`config.mk`:
```
export PLATFORM = sky130hd
export DESIGN_NAME = slh_stop_ctrl
export DESIGN_NICKNAME = d
export VERILOG_FILES = /design/src/slh_pkg.sv /design/src/slh_xcnt.sv /design/src/slh_stop_ctrl.sv
export SDC_FILE = /design/constraint.sdc
export NUM_CORES = 1
export LEC_CHECK = 0
export BUFFER_PORTS_ARGS = -buffer_cell sky130_fd_sc_hd__buf_2
export CELL_PAD_IN_SITES_DETAIL_PLACEMENT = 2
export CELL_PAD_IN_SITES_GLOBAL_PLACEMENT = 2
export CORE_ASPECT_RATIO = 0.5
export CORE_MARGIN = 1.5
export CORE_UTILIZATION = 32
export CTS_CLUSTER_SIZE = 30
export DETAILED_ROUTE_END_ITERATION = 8
export PLACE_DENSITY_LB_ADDON = 0.1
export SETUP_SLACK_MARGIN = 0.02
export SLEW_MARGIN = 30
export SYNTH_ARGS = -nofsm -noshare
export SYNTH_HDL_FRONTEND = slang
export SYNTH_SLANG_ARGS = --single-unit
```
`constraint.sdc`:
```
create_clock -name clk_i -period 4.71 [get_ports clk_i]
set_input_delay 0.942 -clock clk_i [delete_from_list [all_inputs] [get_ports clk_i]]
set_output_delay 0.942 -clock clk_i [all_outputs]
set_load 0.01 [all_outputs]
```
`src/slh_pkg.sv`:
```
package slh_pkg;

    // -------------------------------------------------------------------
    // Register map
    // -------------------------------------------------------------------
    localparam logic [3:0]  SLH_ADR_CTRL   = 4'h0;
    localparam logic [3:0]  SLH_ADR_FLAG   = 4'h4;
    localparam logic [3:0]  SLH_ADR_STAT   = 4'h8;

    // Control register fields
    localparam int          SLH_C_NOLIMP   = 0;
    localparam int          SLH_C_MON_EN   = 1;
    localparam int          SLH_C_FMON_EN  = 2;
    localparam int          SLH_C_DLY_EN   = 3;
    localparam int          SLH_C_PSTOP    = 4;
    localparam int          SLH_C_BSEL     = 5;
    localparam int          SLH_C_MSEL     = 6;
    localparam int          SLH_C_AUTO     = 7;
    localparam int          SLH_C_IRQ_EN   = 8;
    localparam int          SLH_CTRL_W     = 9;
    // Reset turns the monitor on and leaves limp-home allowed
    localparam logic [8:0]  SLH_CTRL_RST   = 9'h002;

    // Flag register fields
    localparam int          SLH_F_IRQ      = 0;
    localparam int          SLH_F_LIMP     = 1;

    // Status register fields
    localparam int          SLH_S_ST_LO    = 0;
    localparam int          SLH_S_VCO      = 2;
    localparam int          SLH_S_PSEUDO   = 3;
    localparam int          SLH_S_PRES     = 4;
    localparam int          SLH_S_CNT_LO   = 16;

    // -------------------------------------------------------------------
    // Counter timing, in counter clock ticks
    // -------------------------------------------------------------------
    localparam int          SLH_CNT_W      = 13;
    localparam logic [12:0] SLH_CNT_MID    = 13'h0fff;
    localparam logic [12:0] SLH_CNT_SHORT  = 13'h000f;

    typedef enum logic [1:0] {
        SLH_ST_RUN   = 2'b00,
        SLH_ST_STOP  = 2'b01,
        SLH_ST_DELAY = 2'b11,
        SLH_ST_LIMP  = 2'b10
    } slh_state_e;

endpackage : slh_pkg

```
`src/slh_xcnt.sv`:
```
`timescale 1ns/1ps
`default_nettype none

module slh_xcnt
    import slh_pkg::*;
(
    input  wire logic              clk_i,
    input  wire logic              rst_i,
    input  wire logic              tick_i,
    input  wire logic              clr_i,
    output logic [SLH_CNT_W-1:0]   cnt_o,
    output logic                   mid_o
);

    typedef struct packed {
        logic [SLH_CNT_W-1:0] cnt;
    } slh_xcnt_s;

    slh_xcnt_s q;
    slh_xcnt_s d;

    // -------------------------------------------------------------------
    // Free-running stage counter
    // -------------------------------------------------------------------
    always_comb begin
        d = q;
        if (clr_i) begin
            d.cnt = '0;
        end else if (tick_i) begin
            d.cnt = q.cnt + 13'h0001;
        end
    end

    always_ff @(posedge clk_i) begin
        if (rst_i) begin
            q <= '0;
        end else begin
            q <= d;
        end
    end

    assign cnt_o = q.cnt;
    // Mid-count: the tick that brings the count to 4096
    assign mid_o = tick_i & ~clr_i & (q.cnt == SLH_CNT_MID);

endmodule : slh_xcnt

`default_nettype wire

```
`src/slh_stop_ctrl.sv`:
```
// Function
// - No limp-home, monitors off: stop instruction stops; exit on external clock.
// - Same case with delay bit: restart after 4096 counter ticks.
// - No limp-home, any monitor on: stop raises monitor reset instead.
// - Limp-home allowed: monitors masked while stopped, forced on while the counter runs on the VCO.
// - Delayed limp exit: 4096 VCO ticks, then external clock or limp with flags.
// - In limp-home, sample monitor at every counter mid-count.
// - Clock found: leave limp, clear status, set change flag, irq if enabled.
// - Leaving limp restores bus and module selects; relock PLL if auto and bus select set.
// - Fast exit with crystal: release at once, run on limp clock.
// - Fast exit with square-wave clock: release at once, never set status.
// - Pseudo-stop bit set: stop enters pseudo-stop, oscillator keeps running.
// - Pseudo-stop leaves on same wake events as stop.
// - Delayed pseudo-stop exit with limp: forced limp, check after 4096 ticks.
// - Crystal failed in pseudo-stop: exit in limp with flags, keep polling.
// - Limp allowed, delay clear: pseudo-stop exit without delay.
// - No limp, monitors off, delay set: pseudo-stop exit after 4096 ticks.
// - Same case, delay clear: exit after only 16 ticks.
// - Delay bit selects 4096-tick wait, clear selects none, or 16 ticks for pseudo-stop without limp-home.
// - Change flag cleared only by writing one to it.
// - Status flag reads one while running on limp clock.
//
// The address map and the Wishbone slave port were decided locally.
`timescale 1ns/1ps
`default_nettype none

module slh_stop_ctrl
    import slh_pkg::*;
(
    input  wire logic        clk_i,
    input  wire logic        rst_i,
    // Wishbone classic slave
    input  wire logic        wb_cyc_i,
    input  wire logic        wb_stb_i,
    input  wire logic        wb_we_i,
    input  wire logic [3:0]  wb_adr_i,
    input  wire logic [3:0]  wb_sel_i,
    input  wire logic [31:0] wb_dat_i,
    output logic      [31:0] wb_dat_o,
    output logic             wb_ack_o,
    // Core and wake sources, same clock
    input  wire logic        stop_exec_i,
    input  wire logic        irq_wake_i,
    input  wire logic        nonmaskable_ext_irq_i,
    input  wire logic        key_wake_j_i,
    input  wire logic        key_wake_h_i,
    input  wire logic        can_wake_i,
    input  wire logic        vco_tick_i,
    // Pins from the oscillator side
    input  wire logic        ext_osc_clk_i,
    input  wire logic        clk_present_i,
    // Clock generator controls
    output logic             stopped_o,
    output logic             cpu_run_o,
    output logic             osc_run_o,
    output logic             counter_from_vco_o,
    output logic             clk_monitor_en_o,
    output logic             clk_mon_reset_o,
    output logic             bus_clk_sel_pll_o,
    output logic             module_clk_sel_o,
    output logic             pll_relock_o,
    output logic             limp_active_o,
    output logic             limp_irq_o
);

    // -------------------------------------------------------------------
    // State
    // -------------------------------------------------------------------
    typedef struct packed {
        slh_state_e             st;
        logic                   pseudo;
        logic                   vco_src;
        logic                   short_dly;
        logic [SLH_CTRL_W-1:0]  ctrl;
        logic                   irq_flag;
        logic                   limp;
        logic [2:0]             osc_sync;
        logic                   osc_lvl;
        logic [2:0]             pres_sync;
        logic                   pres;
        logic                   ack;
        logic [31:0]            rdat;
        logic                   stopped;
        logic                   cpu_run;
        logic                   osc_run;
        logic                   cme_out;
        logic                   mon_rst;
        logic                   bsel;
        logic                   msel;
        logic                   relock;
        logic                   irq;
    } slh_regs_s;

    slh_regs_s              q;
    slh_regs_s              d;
    logic                   cnt_tick;
    logic                   cnt_clr;
    logic [SLH_CNT_W-1:0]   cnt;
    logic                   cnt_mid;
    logic                   ext_tick;
    logic                   wake;
    logic                   no_limp;
    logic                   mon_on;
    logic                   dly_on;
    logic                   dly_done;
    logic                   bus_req;

    function automatic logic [31:0] rd_mux(input logic [3:0] adr, input slh_regs_s s,
                                           input logic [SLH_CNT_W-1:0] c);
        logic [31:0] r;
        r = 32'h0000_0000;
        unique case (adr)
            SLH_ADR_CTRL: begin
                r[SLH_CTRL_W-1:0] = s.ctrl;
            end
            SLH_ADR_FLAG: begin
                r[SLH_F_IRQ]  = s.irq_flag;
                r[SLH_F_LIMP] = s.limp;
            end
            SLH_ADR_STAT: begin
                r[SLH_S_ST_LO+1:SLH_S_ST_LO]            = s.st;
                r[SLH_S_VCO]                            = s.vco_src;
                r[SLH_S_PSEUDO]                         = s.pseudo;
                r[SLH_S_PRES]                           = s.pres;
                r[SLH_S_CNT_LO+SLH_CNT_W-1:SLH_S_CNT_LO] = c;
            end
            default: begin
                r = 32'h0000_0000;
            end
        endcase
        return r;
    endfunction : rd_mux

    // -------------------------------------------------------------------
    // Stage counter
    // -------------------------------------------------------------------
    slh_xcnt u_xcnt (
        .clk_i  (clk_i),
        .rst_i  (rst_i),
        .tick_i (cnt_tick),
        .clr_i  (cnt_clr),
        .cnt_o  (cnt),
        .mid_o  (cnt_mid)
    );

    // -------------------------------------------------------------------
    // Next state
    // -------------------------------------------------------------------
    always_comb begin
        d          = q;
        d.ack      = 1'b0;
        d.mon_rst  = 1'b0;
        d.relock   = 1'b0;
        cnt_clr    = 1'b0;

        // Pin synchronisers; a level counts once stages two and three agree
        d.osc_sync  = {q.osc_sync[1:0], ext_osc_clk_i};
        d.pres_sync = {q.pres_sync[1:0], clk_present_i};
        if (q.pres_sync[2] == q.pres_sync[1]) begin
            d.pres = q.pres_sync[2];
        end
        if (q.osc_sync[2] == q.osc_sync[1]) begin
            d.osc_lvl = q.osc_sync[2];
        end
        // One tick per settled rising level, so a slow edge cannot count twice
        ext_tick = q.osc_sync[2] & q.osc_sync[1] & ~q.osc_lvl;

        // Counter runs on the VCO in limp-home and in the limp-allowed exit delay, else on the oscillator
        cnt_tick = q.vco_src ? vco_tick_i : ext_tick;

        no_limp  = q.ctrl[SLH_C_NOLIMP];
        mon_on   = q.ctrl[SLH_C_MON_EN] | q.ctrl[SLH_C_FMON_EN];
        dly_on   = q.ctrl[SLH_C_DLY_EN];
        wake     = irq_wake_i | nonmaskable_ext_irq_i | key_wake_j_i
                 | key_wake_h_i | can_wake_i;
        dly_done = q.short_dly ? (cnt_tick & (cnt == SLH_CNT_SHORT)) : cnt_mid;

        // ---------------------------------------------------------------
        // Register bus
        // ---------------------------------------------------------------
        bus_req = wb_cyc_i & wb_stb_i & ~q.ack;
        if (bus_req) begin
            d.ack  = 1'b1;
            d.rdat = rd_mux(wb_adr_i, q, cnt);
            if (wb_we_i && wb_adr_i == SLH_ADR_CTRL) begin
                if (wb_sel_i[0]) begin
                    d.ctrl[7:0] = wb_dat_i[7:0];
                end
                if (wb_sel_i[1]) begin
                    d.ctrl[SLH_C_IRQ_EN] = wb_dat_i[SLH_C_IRQ_EN];
                end
            end
            if (wb_we_i && wb_adr_i == SLH_ADR_FLAG && wb_sel_i[0]
                    && wb_dat_i[SLH_F_IRQ]) begin
                d.irq_flag = 1'b0;
            end
        end

        // ---------------------------------------------------------------
        // Stop entry and exit sequencing
        // ---------------------------------------------------------------
        unique case (q.st)
            SLH_ST_RUN: begin
                if (stop_exec_i) begin
                    if (no_limp && mon_on) begin
                        d.mon_rst = 1'b1;
                    end else begin
                        d.st     = SLH_ST_STOP;
                        d.pseudo = q.ctrl[SLH_C_PSTOP];
                    end
                end
            end
            SLH_ST_STOP: begin
                if (wake) begin
                    if (!no_limp) begin
                        if (dly_on) begin
                            d.st        = SLH_ST_DELAY;
                            d.vco_src   = 1'b1;
                            d.short_dly = 1'b0;
                            cnt_clr     = 1'b1;
                        end else if (q.pres) begin
                            d.st = SLH_ST_RUN;
                        end else begin
                            d.st      = SLH_ST_LIMP;
                            d.vco_src = 1'b1;
                            d.limp    = 1'b1;
                        end
                    end else if (dly_on || q.pseudo) begin
                        // Only oscillator edges advance this wait
                        d.st        = SLH_ST_DELAY;
                        d.vco_src   = 1'b0;
                        d.short_dly = ~dly_on;
                        cnt_clr     = 1'b1;
                    end else begin
                        d.st = SLH_ST_RUN;
                    end
                end
            end
            SLH_ST_DELAY: begin
                if (dly_done) begin
                    if (!q.vco_src) begin
                        d.st = SLH_ST_RUN;
                    end else if (q.pres) begin
                        d.st      = SLH_ST_RUN;
                        d.vco_src = 1'b0;
                    end else begin
                        d.st   = SLH_ST_LIMP;
                        d.limp = 1'b1;
                    end
                end
            end
            SLH_ST_LIMP: begin
                // Poll only at mid-count, so one check per counter period
                if (cnt_mid && q.pres) begin
                    d.st      = SLH_ST_RUN;
                    d.limp    = 1'b0;
                    d.vco_src = 1'b0;
                    d.relock  = q.ctrl[SLH_C_AUTO] & q.ctrl[SLH_C_BSEL];
                end
            end
        endcase

        // Hardware set wins over a software clear in the same cycle
        if (d.limp != q.limp) begin
            d.irq_flag = 1'b1;
        end

        // ---------------------------------------------------------------
        // Registered outputs
        // ---------------------------------------------------------------
        d.stopped = (d.st == SLH_ST_STOP) || (d.st == SLH_ST_DELAY);
        d.cpu_run = (d.st == SLH_ST_RUN) || (d.st == SLH_ST_LIMP);
        d.osc_run = !((d.st == SLH_ST_STOP) && !d.pseudo);
        if (d.vco_src) begin
            d.cme_out = 1'b1;
        end else if (d.st == SLH_ST_STOP && !d.ctrl[SLH_C_NOLIMP]) begin
            d.cme_out = 1'b0;
        end else begin
            d.cme_out = d.ctrl[SLH_C_MON_EN] | d.ctrl[SLH_C_FMON_EN];
        end
        // Forced selects on the VCO; released ones follow software again
        d.bsel = d.vco_src ? 1'b1 : d.ctrl[SLH_C_BSEL];
        d.msel = d.vco_src ? 1'b0 : d.ctrl[SLH_C_MSEL];
        d.irq  = d.irq_flag & d.ctrl[SLH_C_IRQ_EN];
    end

    always_ff @(posedge clk_i) begin
        if (rst_i) begin
            q          <= '0;
            q.st       <= SLH_ST_RUN;
            q.ctrl     <= SLH_CTRL_RST;
            q.cpu_run  <= 1'b1;
            q.osc_run  <= 1'b1;
            q.cme_out  <= 1'b1;
        end else begin
            q <= d;
        end
    end

    // -------------------------------------------------------------------
    // Ports
    // -------------------------------------------------------------------
    assign wb_dat_o           = q.rdat;
    assign wb_ack_o           = q.ack;
    assign stopped_o          = q.stopped;
    assign cpu_run_o          = q.cpu_run;
    assign osc_run_o          = q.osc_run;
    assign counter_from_vco_o = q.vco_src;
    assign clk_monitor_en_o   = q.cme_out;
    assign clk_mon_reset_o    = q.mon_rst;
    assign bus_clk_sel_pll_o  = q.bsel;
    assign module_clk_sel_o   = q.msel;
    assign pll_relock_o       = q.relock;
    assign limp_active_o      = q.limp;
    assign limp_irq_o         = q.irq;

endmodule : slh_stop_ctrl

`default_nettype wire

```
==> flow_metrics.py, run 1 <==
metrics = {
    "run_status": {
        "status": "completed",
    },
    "logic_synthesis": {
        "ys_seq_area_share_pct": 43.47,
        "synth_edf_count": 0,
        "syn_area_um2": 3132,
        "synth_cell_types": 55,
        "synth_ff_type": "dfxtp_1",
        "async_flop_share_pct": 0,
        "synth.avg_cell_area_um2": 8.999,
        "yosysWarnings": 0,
        "synth_seq_cells": 68,
        "syn_inst": 348,
    },
    "pwr": {
        "peakVddDrop_mv": 0.1592,
        "total_power_uw": 1489,
        "leakage_uw": 0.001515,
        "powerDensity_nw_per_um2": 409.5,
    },
    "finish": {
        "drive_above_1_share_pct": 23.58,
        "seqCellArea_um2": 1361,
        "area_growth_pct": 16.10,
        "n_antenna_cell": 0,
        "fillerInstances": 1089,
        "fin_area_um2": 3636,
        "postLayoutCoreUtil_pct": 38.36,
        "nets": 437,
        "multiInputGateArea_um2": 1424,
    },
    "die": {
        "row_count": 25,
        "dieArea_um2": 10430,
        "num_io_pins": 98,
        "start_util_pct": 33.04,
        "die_h_um": 72.96,
        "core_um2": 9478,
        "die_width_um": 142.9,
    },
    "hold_path": {
        "hold_depth": 1,
        "min_from": "d[48]$_SDFF_PP0_",
        "min_to": "d[49]$_SDFF_PP0_",
        "hold_class": "reg -> reg",
    },
    "setup_path": {
        "r2r-start": "q[64]$_SDFF_PP0_",
        "cp_data_required_time_ps": 4880,
        "crit_type": "reg -> reg",
        "regToRegEndpoint": "clk_monitor_en_o$_SDFF_PP1_",
        "crit_fanout": 15,
        "cpMaxStageDelayCell": "dfxtp_1",
        "reg2reg_setup_slack_ps": 1890,
        "max_stage_delay_ps": 640,
        "critPathCaptureType": "register",
        "start_kind": "register",
        "cp.arrival_ps": 2990,
        "r2r_cells": 6,
        "path_buf_inv": 0,
        "worstPathCellList": "or2b_2 > a211oi_1 > nor4_4 > o211a_1 > nor4b_1 > o311ai_0",
        "critical_path.top_delay_family": "compound AO/OA/AOI/OAI gates",
    },
    "clock_tree": {
        "ctsHoldBuffers": 0,
        "cts_sinks": 68,
        "cts-htree-levels": 3,
        "root_buffer": "clkbuf_16",
        "cts.clk_slew.worst_paths_ps": 60,
        "clk_latency_ps": 330,
        "numCtsBuffers": 9,
        "post_cts_buffers": 0,
        "cts_tree": "built",
        "cts_resized": 0,
        "ctsLongestPathBuffers": 2,
    },
    "place": {
        "hpwlAfterDp_mm": 6.286,
        "post_dp_cell_area_um2": 3309,
        "port_buffers": 62,
        "place_worst_setup_slack_ps": 1575,
        "place.gp.congestion": 0.7646,
    },
    "sta": {
        "setup-violations-final": 0,
        "period_needed_ps": 2822,
        "final.period_utilization_pct": 59.91,
        "worst_slack_ps": 1888,
        "fin_worst_skew_ps": 6.905,
        "final-max-slew-violation-count": 0,
        "tightest_slew_ps": 737.2,
        "rsz0062_at_grt": "false",
        "fin_setup_tns_ps": 0,
        "finalHoldViolCount": 0,
        "fmax_mhz": 354.4,
        "slew_headroom_pct": 50.56,
    },
    "drt": {
        "drt_pass1_iterations": 4,
        "drc": 0,
        "routed-via-count": 2577,
        "ant_nets": 0,
        "drt_iter0_drc": 108,
        "vias_per_cell": 4.946,
        "wirelength_mm": 8.760,
        "avgRoutedWirePerCell_um": 16.81,
    },
    "grt": {
        "grt_pass1_vias": 2721,
        "grt_antenna_before_repair": 0,
        "grt_pass1_wl_mm": 14.21,
        "grt_usage_pct": 18.05,
        "gr-total-overflow": 0,
        "grt_max_degree": 52,
    },
    "flow_run": {
        "cap_violations": 0,
    },
}
## worst reg2reg max path: cells and delay by family (launching register included)
family	cells	cell delay [ps]
DFF	1	640
AOI/OAI and AO/OA	3	1130
and+or+nand+nor	3	880
## worst max-delay path by stage
stage,slack (ps),start,cells after the start,to
floorplan,2150,wb_adr_i[1],6,clk_monitor_en_o$_SDFF_PP1_
global placement,1540,wb_adr_i[1],7,clk_monitor_en_o$_SDFF_PP1_
detailed placement,1570,wb_adr_i[1],7,clk_monitor_en_o$_SDFF_PP1_
CTS,1890,q[64]$_SDFF_PP0_,6,clk_monitor_en_o$_SDFF_PP1_
global route,1640,q[64]$_SDFF_PP0_,6,clk_monitor_en_o$_SDFF_PP1_
finish,1890,q[64]$_SDFF_PP0_,6,clk_monitor_en_o$_SDFF_PP1_
## cells in the mapped netlist (all sizes together) (3+ instances only)
cell type / count / share of area (%)
dfxtp: 68 / 43
nor2: 53 / 6.4
buf: 33 / 8.0
a22oi: 22 / 5.3
clkbuf: 16 / 2.6
a21oi: 14 / 2.2
mux2i: 14 / 4.5
nand2: 13 / 1.6
o21ai: 11 / 1.8
inv: 10 / 1.2
nand3: 8 / 1.3
nor2b: 7 / 1.4
nor3: 7 / 1.1
xor2: 7 / 2.0
nor4: 5 / 1.5
or3: 5 / 1.0
and2: 4 / 0.88
a211oi: 3 / 0.72
a31oi: 3 / 0.60
and3: 3 / 0.68
nand4: 3 / 0.60
o2111ai: 3 / 1.4
or2: 3 / 0.60
## sequential cells by signal (all words and copies together) (netlist names)
| register | count |
|---|---|
| wb_dat_o | 22 |
| q | 16 |
| u_xcnt.cnt_o | 13 |
| d | 4 |
| bus_clk_sel_pll_o | 1 |
| clk_mon_reset_o | 1 |
| clk_monitor_en_o | 1 |
| counter_from_vco_o | 1 |
| cpu_run_o | 1 |
| dly_on | 1 |
| limp_active_o | 1 |
| limp_irq_o | 1 |
| module_clk_sel_o | 1 |
| no_limp | 1 |
| osc_run_o | 1 |
| pll_relock_o | 1 |
| wb_ack_o | 1 |
## power breakdown
| part | internal (µW) | switching, µW | total, µW |
|---|---|---|---|
| Combinational | 54.1 | 79.7 | 134 |
| Clock | 466 | 265 | 731 |
| Sequential | 594 | 30.2 | 624 |
| Total | 1110 | 375 | 1490 |
## cell type report
cell class | count | share of cell area [%]
Tap cell | 135 | 4.646
Inverter | 10 | 1.032
Multi-Input combinational cell | 229 | 39.16
Clock inverter | 7 | 2.719
Sequential cell | 68 | 37.44
Clock buffer | 9 | 6.194
Timing Repair Buffer | 63 | 8.809
## cells by family (layout without fill, tap and decap cells)
kind of cell    count (synthesis)  count (layout)  synth area share [%]
compound gates                 71              71                 15.98
xor+xnor                        8               8                 2.237
fa+ha+maj                       2               2                0.7989
buf+inv                        60              89                 12.15
flops                          68              68                 43.47
mux                            16              16                 5.194
other cells                     1              10                0.1197
simple gates                  122             122                 20.06
## cell usage in the layout, fill, tap and decap left out, drive strengths merged, types with 3 or more instances in the layout
cell,synthesis,routed
a211oi,3,3
a21oi,14,14
a22oi,22,22
a31oi,3,3
and2,4,4
and3,3,3
buf,33,63
clkbuf,16,9
clkinv,0,3
conb,1,10
dfxtp,68,68
inv,10,11
mux2i,14,14
nand2,13,13
nand3,8,8
nand4,3,3
nor2,53,53
nor2b,7,7
nor3,7,7
nor4,5,5
o2111ai,3,3
o21ai,11,11
or2,3,3
or3,5,5
xor2,7,7
## layer usage
metal / routed length, µm / up-vias / part of all wire [%] / GRT usage, %
met5: 0 / - / 0 / 0
met3: 298 / 2 / 3.4 / 5.381
met4: 19 / 0 / 0.22 / 4.124
met1: 4113 / 1277 / 47 / 21.58
met2: 4329 / 46 / 49 / 32.26
li1: - / 1252 / - / -
## through the flow
step / instances / hold WS [ps]
floorplan: 357 / 413.8
global placement: 505 / 417.0
detailed placement: 505 / 439.0
CTS: 521 / 452.6
global route: 521 / 466.6
finish: 521 / 443.8
No activity file was read; power rests on OpenSTA's default activity.
==> inputs of run 2 (changes only) <==
--- a/config.mk
+++ b/config.mk
@@ -5,12 +5,13 @@
 export SDC_FILE = /design/constraint.sdc
 export NUM_CORES = 1
 export LEC_CHECK = 0
+export ABC_AREA = 1
 export BUFFER_PORTS_ARGS = -buffer_cell sky130_fd_sc_hd__buf_2
 export CELL_PAD_IN_SITES_DETAIL_PLACEMENT = 2
 export CELL_PAD_IN_SITES_GLOBAL_PLACEMENT = 2
 export CORE_ASPECT_RATIO = 0.5
 export CORE_MARGIN = 1.5
-export CORE_UTILIZATION = 32
+export CORE_UTILIZATION = 26
 export CTS_CLUSTER_SIZE = 30
 export DETAILED_ROUTE_END_ITERATION = 8
 export PLACE_DENSITY_LB_ADDON = 0.1
==> constraint.sdc (replaced) <==
create_clock -name clk_i -period 2.5 [get_ports clk_i]
set_input_delay 0.5 -clock clk_i [delete_from_list [all_inputs] [get_ports clk_i]]
set_output_delay 0.5 -clock clk_i [all_outputs]
set_load 0.01 [all_outputs]
==> flow_metrics.py, run 2 <==
metrics = {
    "run_status": {
        "status": "completed",
    },
    "sta": {
        "fin_worst_skew_ps": 6.884,
        "setup-violations-final": 0,
        "tightest_slew_ps": 588.5,
        "final.period_utilization_pct": 80.78,
        "slew_headroom_pct": 60.67,
        "fmax_mhz": 495.2,
        "finalHoldViolCount": 0,
        "worst_slack_ps": 480.6,
        "period_needed_ps": 2019,
        "final-max-slew-violation-count": 0,
        "rsz0062_at_grt": "false",
        "fin_setup_tns_ps": 0,
    },
    "logic_synthesis": {
        "synth.avg_cell_area_um2": 7.656,
        "syn_area_um2": 3284,
        "yosys.area.top_type": "dfxtp_1",
        "synth_ff_type": "dfxtp_1",
        "synth_common_cells": "dfxtp_1, inv_1, nand2_1",
        "yosysWarnings": 0,
        "syn_inst": 429,
        "async_flop_share_pct": 0,
        "synth_edf_count": 0,
        "yosysMostFrequentCell": "dfxtp_1",
        "synth_top_area_share_pct": 41.45,
        "ys_seq_area_share_pct": 41.45,
        "synthTopCellsByArea": "dfxtp_1, inv_1, buf_4",
        "synth_cell_types": 44,
        "synth_seq_cells": 68,
    },
    "clock_tree": {
        "cts.clk_slew.worst_paths_ps": 50,
        "clk_latency_ps": 330,
        "cts_resized": 0,
        "numCtsBuffers": 9,
        "ctsHoldBuffers": 0,
        "cts_tree": "built",
        "post_cts_buffers": 0,
        "cts-htree-levels": 3,
        "ctsLongestPathBuffers": 2,
        "cts_sinks": 68,
        "root_buffer": "clkbuf_16",
    },
    "grt": {
        "grt_antenna_before_repair": 0,
        "grt_pass1_wl_mm": 15.39,
        "gr-total-overflow": 0,
        "grt_pass1_vias": 2938,
        "grt_usage_pct": 15.23,
        "grt_max_degree": 41,
    },
    "drt": {
        "met1_length_mm": 4.743,
        "wl_met3_um": 318,
        "avgRoutedWirePerCell_um": 14.72,
        "wl_met2_mm": 4.286,
        "drt_pass1_iterations": 4,
        "routed-via-count": 2847,
        "drt_iter0_drc": 78,
        "ant_nets": 0,
        "vias_per_cell": 4.448,
        "drc": 0,
        "wirelength_mm": 9.419,
        "highest_layer": "met4",
    },
    "setup_path": {
        "crit_type": "reg -> reg",
        "worstPathCellList": "ha_1 > inv_1 > nor2_1 > nand2_1 > nor2_2 > nand4_1 > nand2_1 > nand4_1 > nand2_1 > nand2_1 > o21bai_1",
        "max_stage_delay_ps": 380,
        "reg2reg_setup_slack_ps": 480,
        "critical_path.top_delay_family": "simple AND/OR/NAND/NOR gates",
        "cpMaxStageDelayCell": "dfxtp_1",
        "crit_top_cell": "nand2_1",
        "cp_data_required_time_ps": 2720,
        "start_kind": "register",
        "r2r_cells": 11,
        "path_buf_inv": 1,
        "cp.arrival_ps": 2240,
        "regToRegEndpoint": "clk_monitor_en_o$_SDFF_PP1_",
        "crit_fanout": 3,
        "critPathCaptureType": "register",
        "r2r-start": "u_xcnt.cnt_o[1]$_SDFFE_PP0P_",
    },
    "pwr": {
        "clock_power_share_pct": 45.5,
        "seq_power_share_pct": 44.0,
        "switchingPower_uw": 673.0,
        "swShare_pct": 25.52,
        "peakVddDrop_mv": 0.2152,
        "intPower_uw": 1964,
        "powerDensity_nw_per_um2": 683.3,
        "power_frac_comb_pct": 10.5,
        "leakage_uw": 0.001746,
    },
    "hold_path": {
        "min_to": "d[48]$_SDFF_PP0_",
        "hold_depth": 3,
        "hold_class": "in -> reg",
        "min_from": "ext_osc_clk_i",
    },
    "finish": {
        "largest_reg_flops": 22,
        "n_antenna_cell": 0,
        "drive_above_1_share_pct": 24.00,
        "final_cells": 640,
        "final_cell_mix": "dfxtp_1, inv_1, buf_2",
        "final_common_cell": "dfxtp_1",
        "nets": 528,
        "area_growth_pct": 17.49,
    },
    "place": {
        "place_inst": 626,
        "hpwlAfterDp_mm": 7.098,
        "port_buffers": 62,
        "place.gp.congestion": 0.7687,
        "place_worst_setup_slack_ps": 458.0,
    },
    "die": {
        "die_width_um": 162.0,
        "core_um2": 12050,
        "num_io_pins": 98,
        "die_h_um": 82.48,
        "row_count": 28,
        "dieArea_um2": 13360,
        "start_util_pct": 27.25,
    },
    "flow_run": {
        "cap_violations": 0,
    },
}
==> run 2: cell types whose count changed after synthesis, sizes merged, moves of 6 or more <==
cell    previous run  this run
o211ai             2        13
xor2               7         1
nor2b              7         0
mux2i             14         1
nand2             13        58
nand3              8        19
inv               10        74
a21oi             14        25
clkbuf            16         8
nand4              3        10
o21ai             11        35
a22oi             22         0
==> run 2: layout make-up <==
| class | instances | area (µm²) |
|---|---|---|
| inverters | 75 | 289.0 |
| clock buffers | 12 | 266.5 |
| clock inverters | 2 | 10.01 |
| repair buffers | 66 | 340.3 |
| multi-input cells | 252 | 1385 |
| fillers | 1470 | 8193 |
| flip-flops and latches | 68 | 1361 |
| well taps | 165 | 206.4 |
==> run 2: worst max path at each step <==
stage / start / endpoint / slack [ps] / depth (start not counted)
after floorplan: wb_adr_i[1] / clk_monitor_en_o$_SDFF_PP1_ / 880 / 10
after global placement: vco_tick_i / clk_monitor_en_o$_SDFF_PP1_ / 500 / 11
after detailed placement: vco_tick_i / clk_monitor_en_o$_SDFF_PP1_ / 460 / 11
after CTS: d[49]$_SDFF_PP0_ / clk_monitor_en_o$_SDFF_PP1_ / 470 / 11
after global routing: d[49]$_SDFF_PP0_ / clk_monitor_en_o$_SDFF_PP1_ / 310 / 11
final: u_xcnt.cnt_o[1]$_SDFFE_PP0P_ / clk_monitor_en_o$_SDFF_PP1_ / 480 / 11
==> run 2: metal layers <==
metal	global-route usage, %	up-vias
met5	0	-
met1	19.36	1355
met4	4.404	0
li1	-	1433
met2	25.92	50
met3	3.846	9
==> run 2: metrics by stage <==
stage,total power (µW),area (µm²),utilization [%],hold slack (ps)
detailed placement,1465,3582,29.72,401.9
global placement,1462,3582,29.72,392.4
global route,2778,3859,32.02,368.3
finish,2637,3859,32.02,363.4
floorplan,1385,3318,-,388.3
CTS,2698,3859,32.02,353.1
==> run 2: cells by family (layout without fill, tap and decap cells) <==
kind of cell | after synthesis | count (layout) | share of synthesized area [%]
AO/OA/AOI/OAI | 88 | 88 | 16.53
flip-flops | 68 | 68 | 41.45
buffers and inverters | 118 | 155 | 17.41
other | 1 | 10 | 0.1142
AND/OR/NAND/NOR | 150 | 150 | 23.16
multiplexers | 1 | 1 | 0.3048
XOR/XNOR | 1 | 1 | 0.2667
adder cells (fa/ha/maj) | 2 | 2 | 0.7618
==> run 2: power groups by stage <==
stage / Clock, µW / Combinational (µW) / Sequential [µW]
after floorplan: 0 / 203 / 1180
after global placement: 0 / 278 / 1180
after detailed placement: 0 / 282 / 1180
after CTS: 1250 / 284 / 1160
after global routing: 1300 / 317 / 1170
final: 1200 / 278 / 1160
==> run 2: worst register-to-register path: stages (launching register included) <==
cell	delay [ps]
dfxtp_1	380
ha_1	230
inv_1	60
nor2_1	120
nand2_1	100
nor2_2	130
nand4_1	180
nand2_1	160
nand4_1	100
nand2_1	170
nand2_1	110
o21bai_1	170
==> inputs of run 3 (changes only) <==
--- a/config.mk
+++ b/config.mk
@@ -5,13 +5,13 @@
 export SDC_FILE = /design/constraint.sdc
 export NUM_CORES = 1
 export LEC_CHECK = 0
-export ABC_AREA = 1
+export ABC_AREA = 0
 export BUFFER_PORTS_ARGS = -buffer_cell sky130_fd_sc_hd__buf_2
 export CELL_PAD_IN_SITES_DETAIL_PLACEMENT = 2
 export CELL_PAD_IN_SITES_GLOBAL_PLACEMENT = 2
 export CORE_ASPECT_RATIO = 0.5
 export CORE_MARGIN = 1.5
-export CORE_UTILIZATION = 26
+export CORE_UTILIZATION = 29
 export CTS_CLUSTER_SIZE = 30
 export DETAILED_ROUTE_END_ITERATION = 8
 export PLACE_DENSITY_LB_ADDON = 0.1
==> constraint.sdc (replaced) <==
create_clock -name clk_i -period 2.1 [get_ports clk_i]
set_input_delay 0.42 -clock clk_i [delete_from_list [all_inputs] [get_ports clk_i]]
set_output_delay 0.42 -clock clk_i [all_outputs]
set_load 0.01 [all_outputs]
==> flow_metrics.py, run 3 (synthesis gave the netlist of run 1 again) <==
metrics = {
    "setup_path": {
        "cp.arrival_ps": 2270,
        "r2r-start": "q[49]$_SDFF_PP0_",
        "start_kind": "register",
        "crit_type": "reg -> reg",
        "cp-startpoint": "q[49]$_SDFF_PP0_",
        "cp_data_required_time_ps": 2310,
        "critPathCaptureType": "register",
        "crit_fanout": 4,
    },
    "finish": {
        "final_cell_mix": "dfxtp_1, buf_2, nor2_1",
        "final_cells": 573,
        "nets": 484,
        "final_common_cell": "dfxtp_1",
        "fillerInstances": 1173,
        "largest_reg_flops": 22,
        "area_growth_pct": 32.44,
        "drive_above_1_share_pct": 36.26,
        "n_antenna_cell": 0,
    },
    "drt": {
        "wirelength_mm": 9.966,
        "avgRoutedWirePerCell_um": 17.39,
        "drt_pass1_iterations": 4,
        "routed-via-count": 2791,
        "vias_per_cell": 4.871,
        "drt_iter0_drc": 77,
        "drc": 0,
        "ant_nets": 0,
    },
    "hold_path": {
        "hold_class": "in -> reg",
        "min_from": "clk_present_i",
    },
    "die": {
        "dieArea_um2": 11470,
        "start_util_pct": 30.27,
        "num_io_pins": 98,
        "row_count": 26,
        "die_h_um": 76.48,
        "die_width_um": 150.0,
        "core_um2": 10340,
    },
    "grt": {
        "grt_pass1_vias": 3030,
        "grt_pass1_wl_mm": 16.02,
        "grt_usage_pct": 18.34,
        "gr-total-overflow": 0,
        "grt_antenna_before_repair": 0,
        "grt_max_degree": 25,
    },
    "sta": {
        "setup-violations-final": 0,
        "final.period_utilization_pct": 97.89,
        "fin_setup_tns_ps": 0,
        "fin_worst_skew_ps": 8.730,
        "tightest_slew_ps": 529.1,
        "rsz0062_at_grt": "true",
        "final-max-slew-violation-count": 0,
        "period_needed_ps": 2056,
        "fmax_mhz": 486.4,
        "finalHoldViolCount": 0,
        "whs_ps": 286.5,
        "slew_headroom_pct": 64.73,
    },
    "clock_tree": {
        "numCtsBuffers": 9,
        "cts.clk_slew.worst_paths_ps": 60,
        "root_buffer": "clkbuf_16",
        "clk_latency_ps": 340,
        "ctsHoldBuffers": 0,
        "ctsLongestPathBuffers": 2,
        "cts-htree-levels": 3,
        "cts_sinks": 68,
        "cts_tree": "built",
    },
    "flow_run": {
        "cap_violations": 0,
    },
    "run_status": {
        "status": "completed",
    },
    "place": {
        "hpwlAfterDp_mm": 7.311,
        "port_buffers": 62,
        "place_inst": 554,
        "place.gp.congestion": 0.7430,
    },
    "pwr": {
        "powerDensity_nw_per_um2": 869.4,
        "peakVddDrop_mv": 0.3380,
        "leakage_uw": 0.001785,
    },
}
-- run 3: changes by cell type in the layout (fill, tap and decap cells not counted), moves of 10 or more --
cell      previous run  this run
mux2i_1              1        14
inv_1               67        10
nor2_1              41        51
a22oi_1              0        22
o211ai_1            13         2
nand2_1             53        13
o21ai_0             35        11
a21oi_1             22        12
buf_4                4        46
-- run 3: path summary, 6_finish.rpt --
check | slack [ps] | cells after the start | to
setup / recovery | 40 | 8 | clk_monitor_en_o$_SDFF_PP1_
hold / removal | 290 | 2 | d[44]$_SDFF_PP0_
setup reg to reg | 40 | 8 | clk_monitor_en_o$_SDFF_PP1_
hold reg to reg | 440 | 1 | d[45]$_SDFF_PP0_
-- run 3: cell type report --
| class | instances | area [µm²] | share of cell area [%] |
|---|---|---|---|
| timing repair buffer | 110 | 678.2 | 16.35 |
| sequential | 68 | 1364 | 32.88 |
| inverter | 10 | 37.54 | 0.9050 |
| clock buffer | 9 | 225.2 | 5.430 |
| tap | 140 | 175.2 | 4.223 |
| multi-input combinational | 229 | 1544 | 37.22 |
| clock inverter | 7 | 123.9 | 2.986 |
-- run 3: worst max-delay path: stages, from the launching register on --
cell and delay, ps:
dfxtp_2 320, ha_2 170, nor3b_4 150, o2111ai_4 280
buf_6 180, o211ai_1 140, o211a_1 300, nor4b_4 270
o311ai_1 110
-- run 3: where the power goes --
group,switching [µW],internal [µW]
Combinational,264,192
Sequential,29.7,1330
Clock,620,1170
Total,914,2690
-- run 3: through the flow --
stage / cell area, µm² / worst slack (ps) / util (%) / total power (µW)
2_1_floorplan: 3166 / 64.66 / - / 1624
3_3_place_gp: 3646 / -234.3 / 35.24 / 1768
3_5_place_dp: 3646 / -226.1 / 35.24 / 1783
4_1_cts: 4056 / 22.36 / 39.21 / 3625
5_1_grt: 4148 / -53.58 / 40.09 / 3763
6_report: 4148 / 44.24 / 40.09 / 3606
-- run 3: layer usage --
layer | global-route usage (%) | vias up | share of wire, % | wire [µm]
met5 | 0 | - | 0 | 0
met4 | 4.412 | 0 | 0.70 | 70
met3 | 5.449 | 6 | 3.6 | 360
met2 | 31.65 | 53 | 50 | 4987
met1 | 22.27 | 1384 | 46 | 4547
li1 | - | 1348 | - | -
-- run 3: what timing repair did --
action	CTS	global route
gates resized for setup	13	15
setup endpoints to repair	9	12
setup buffers	1	2
pin swaps	5	8
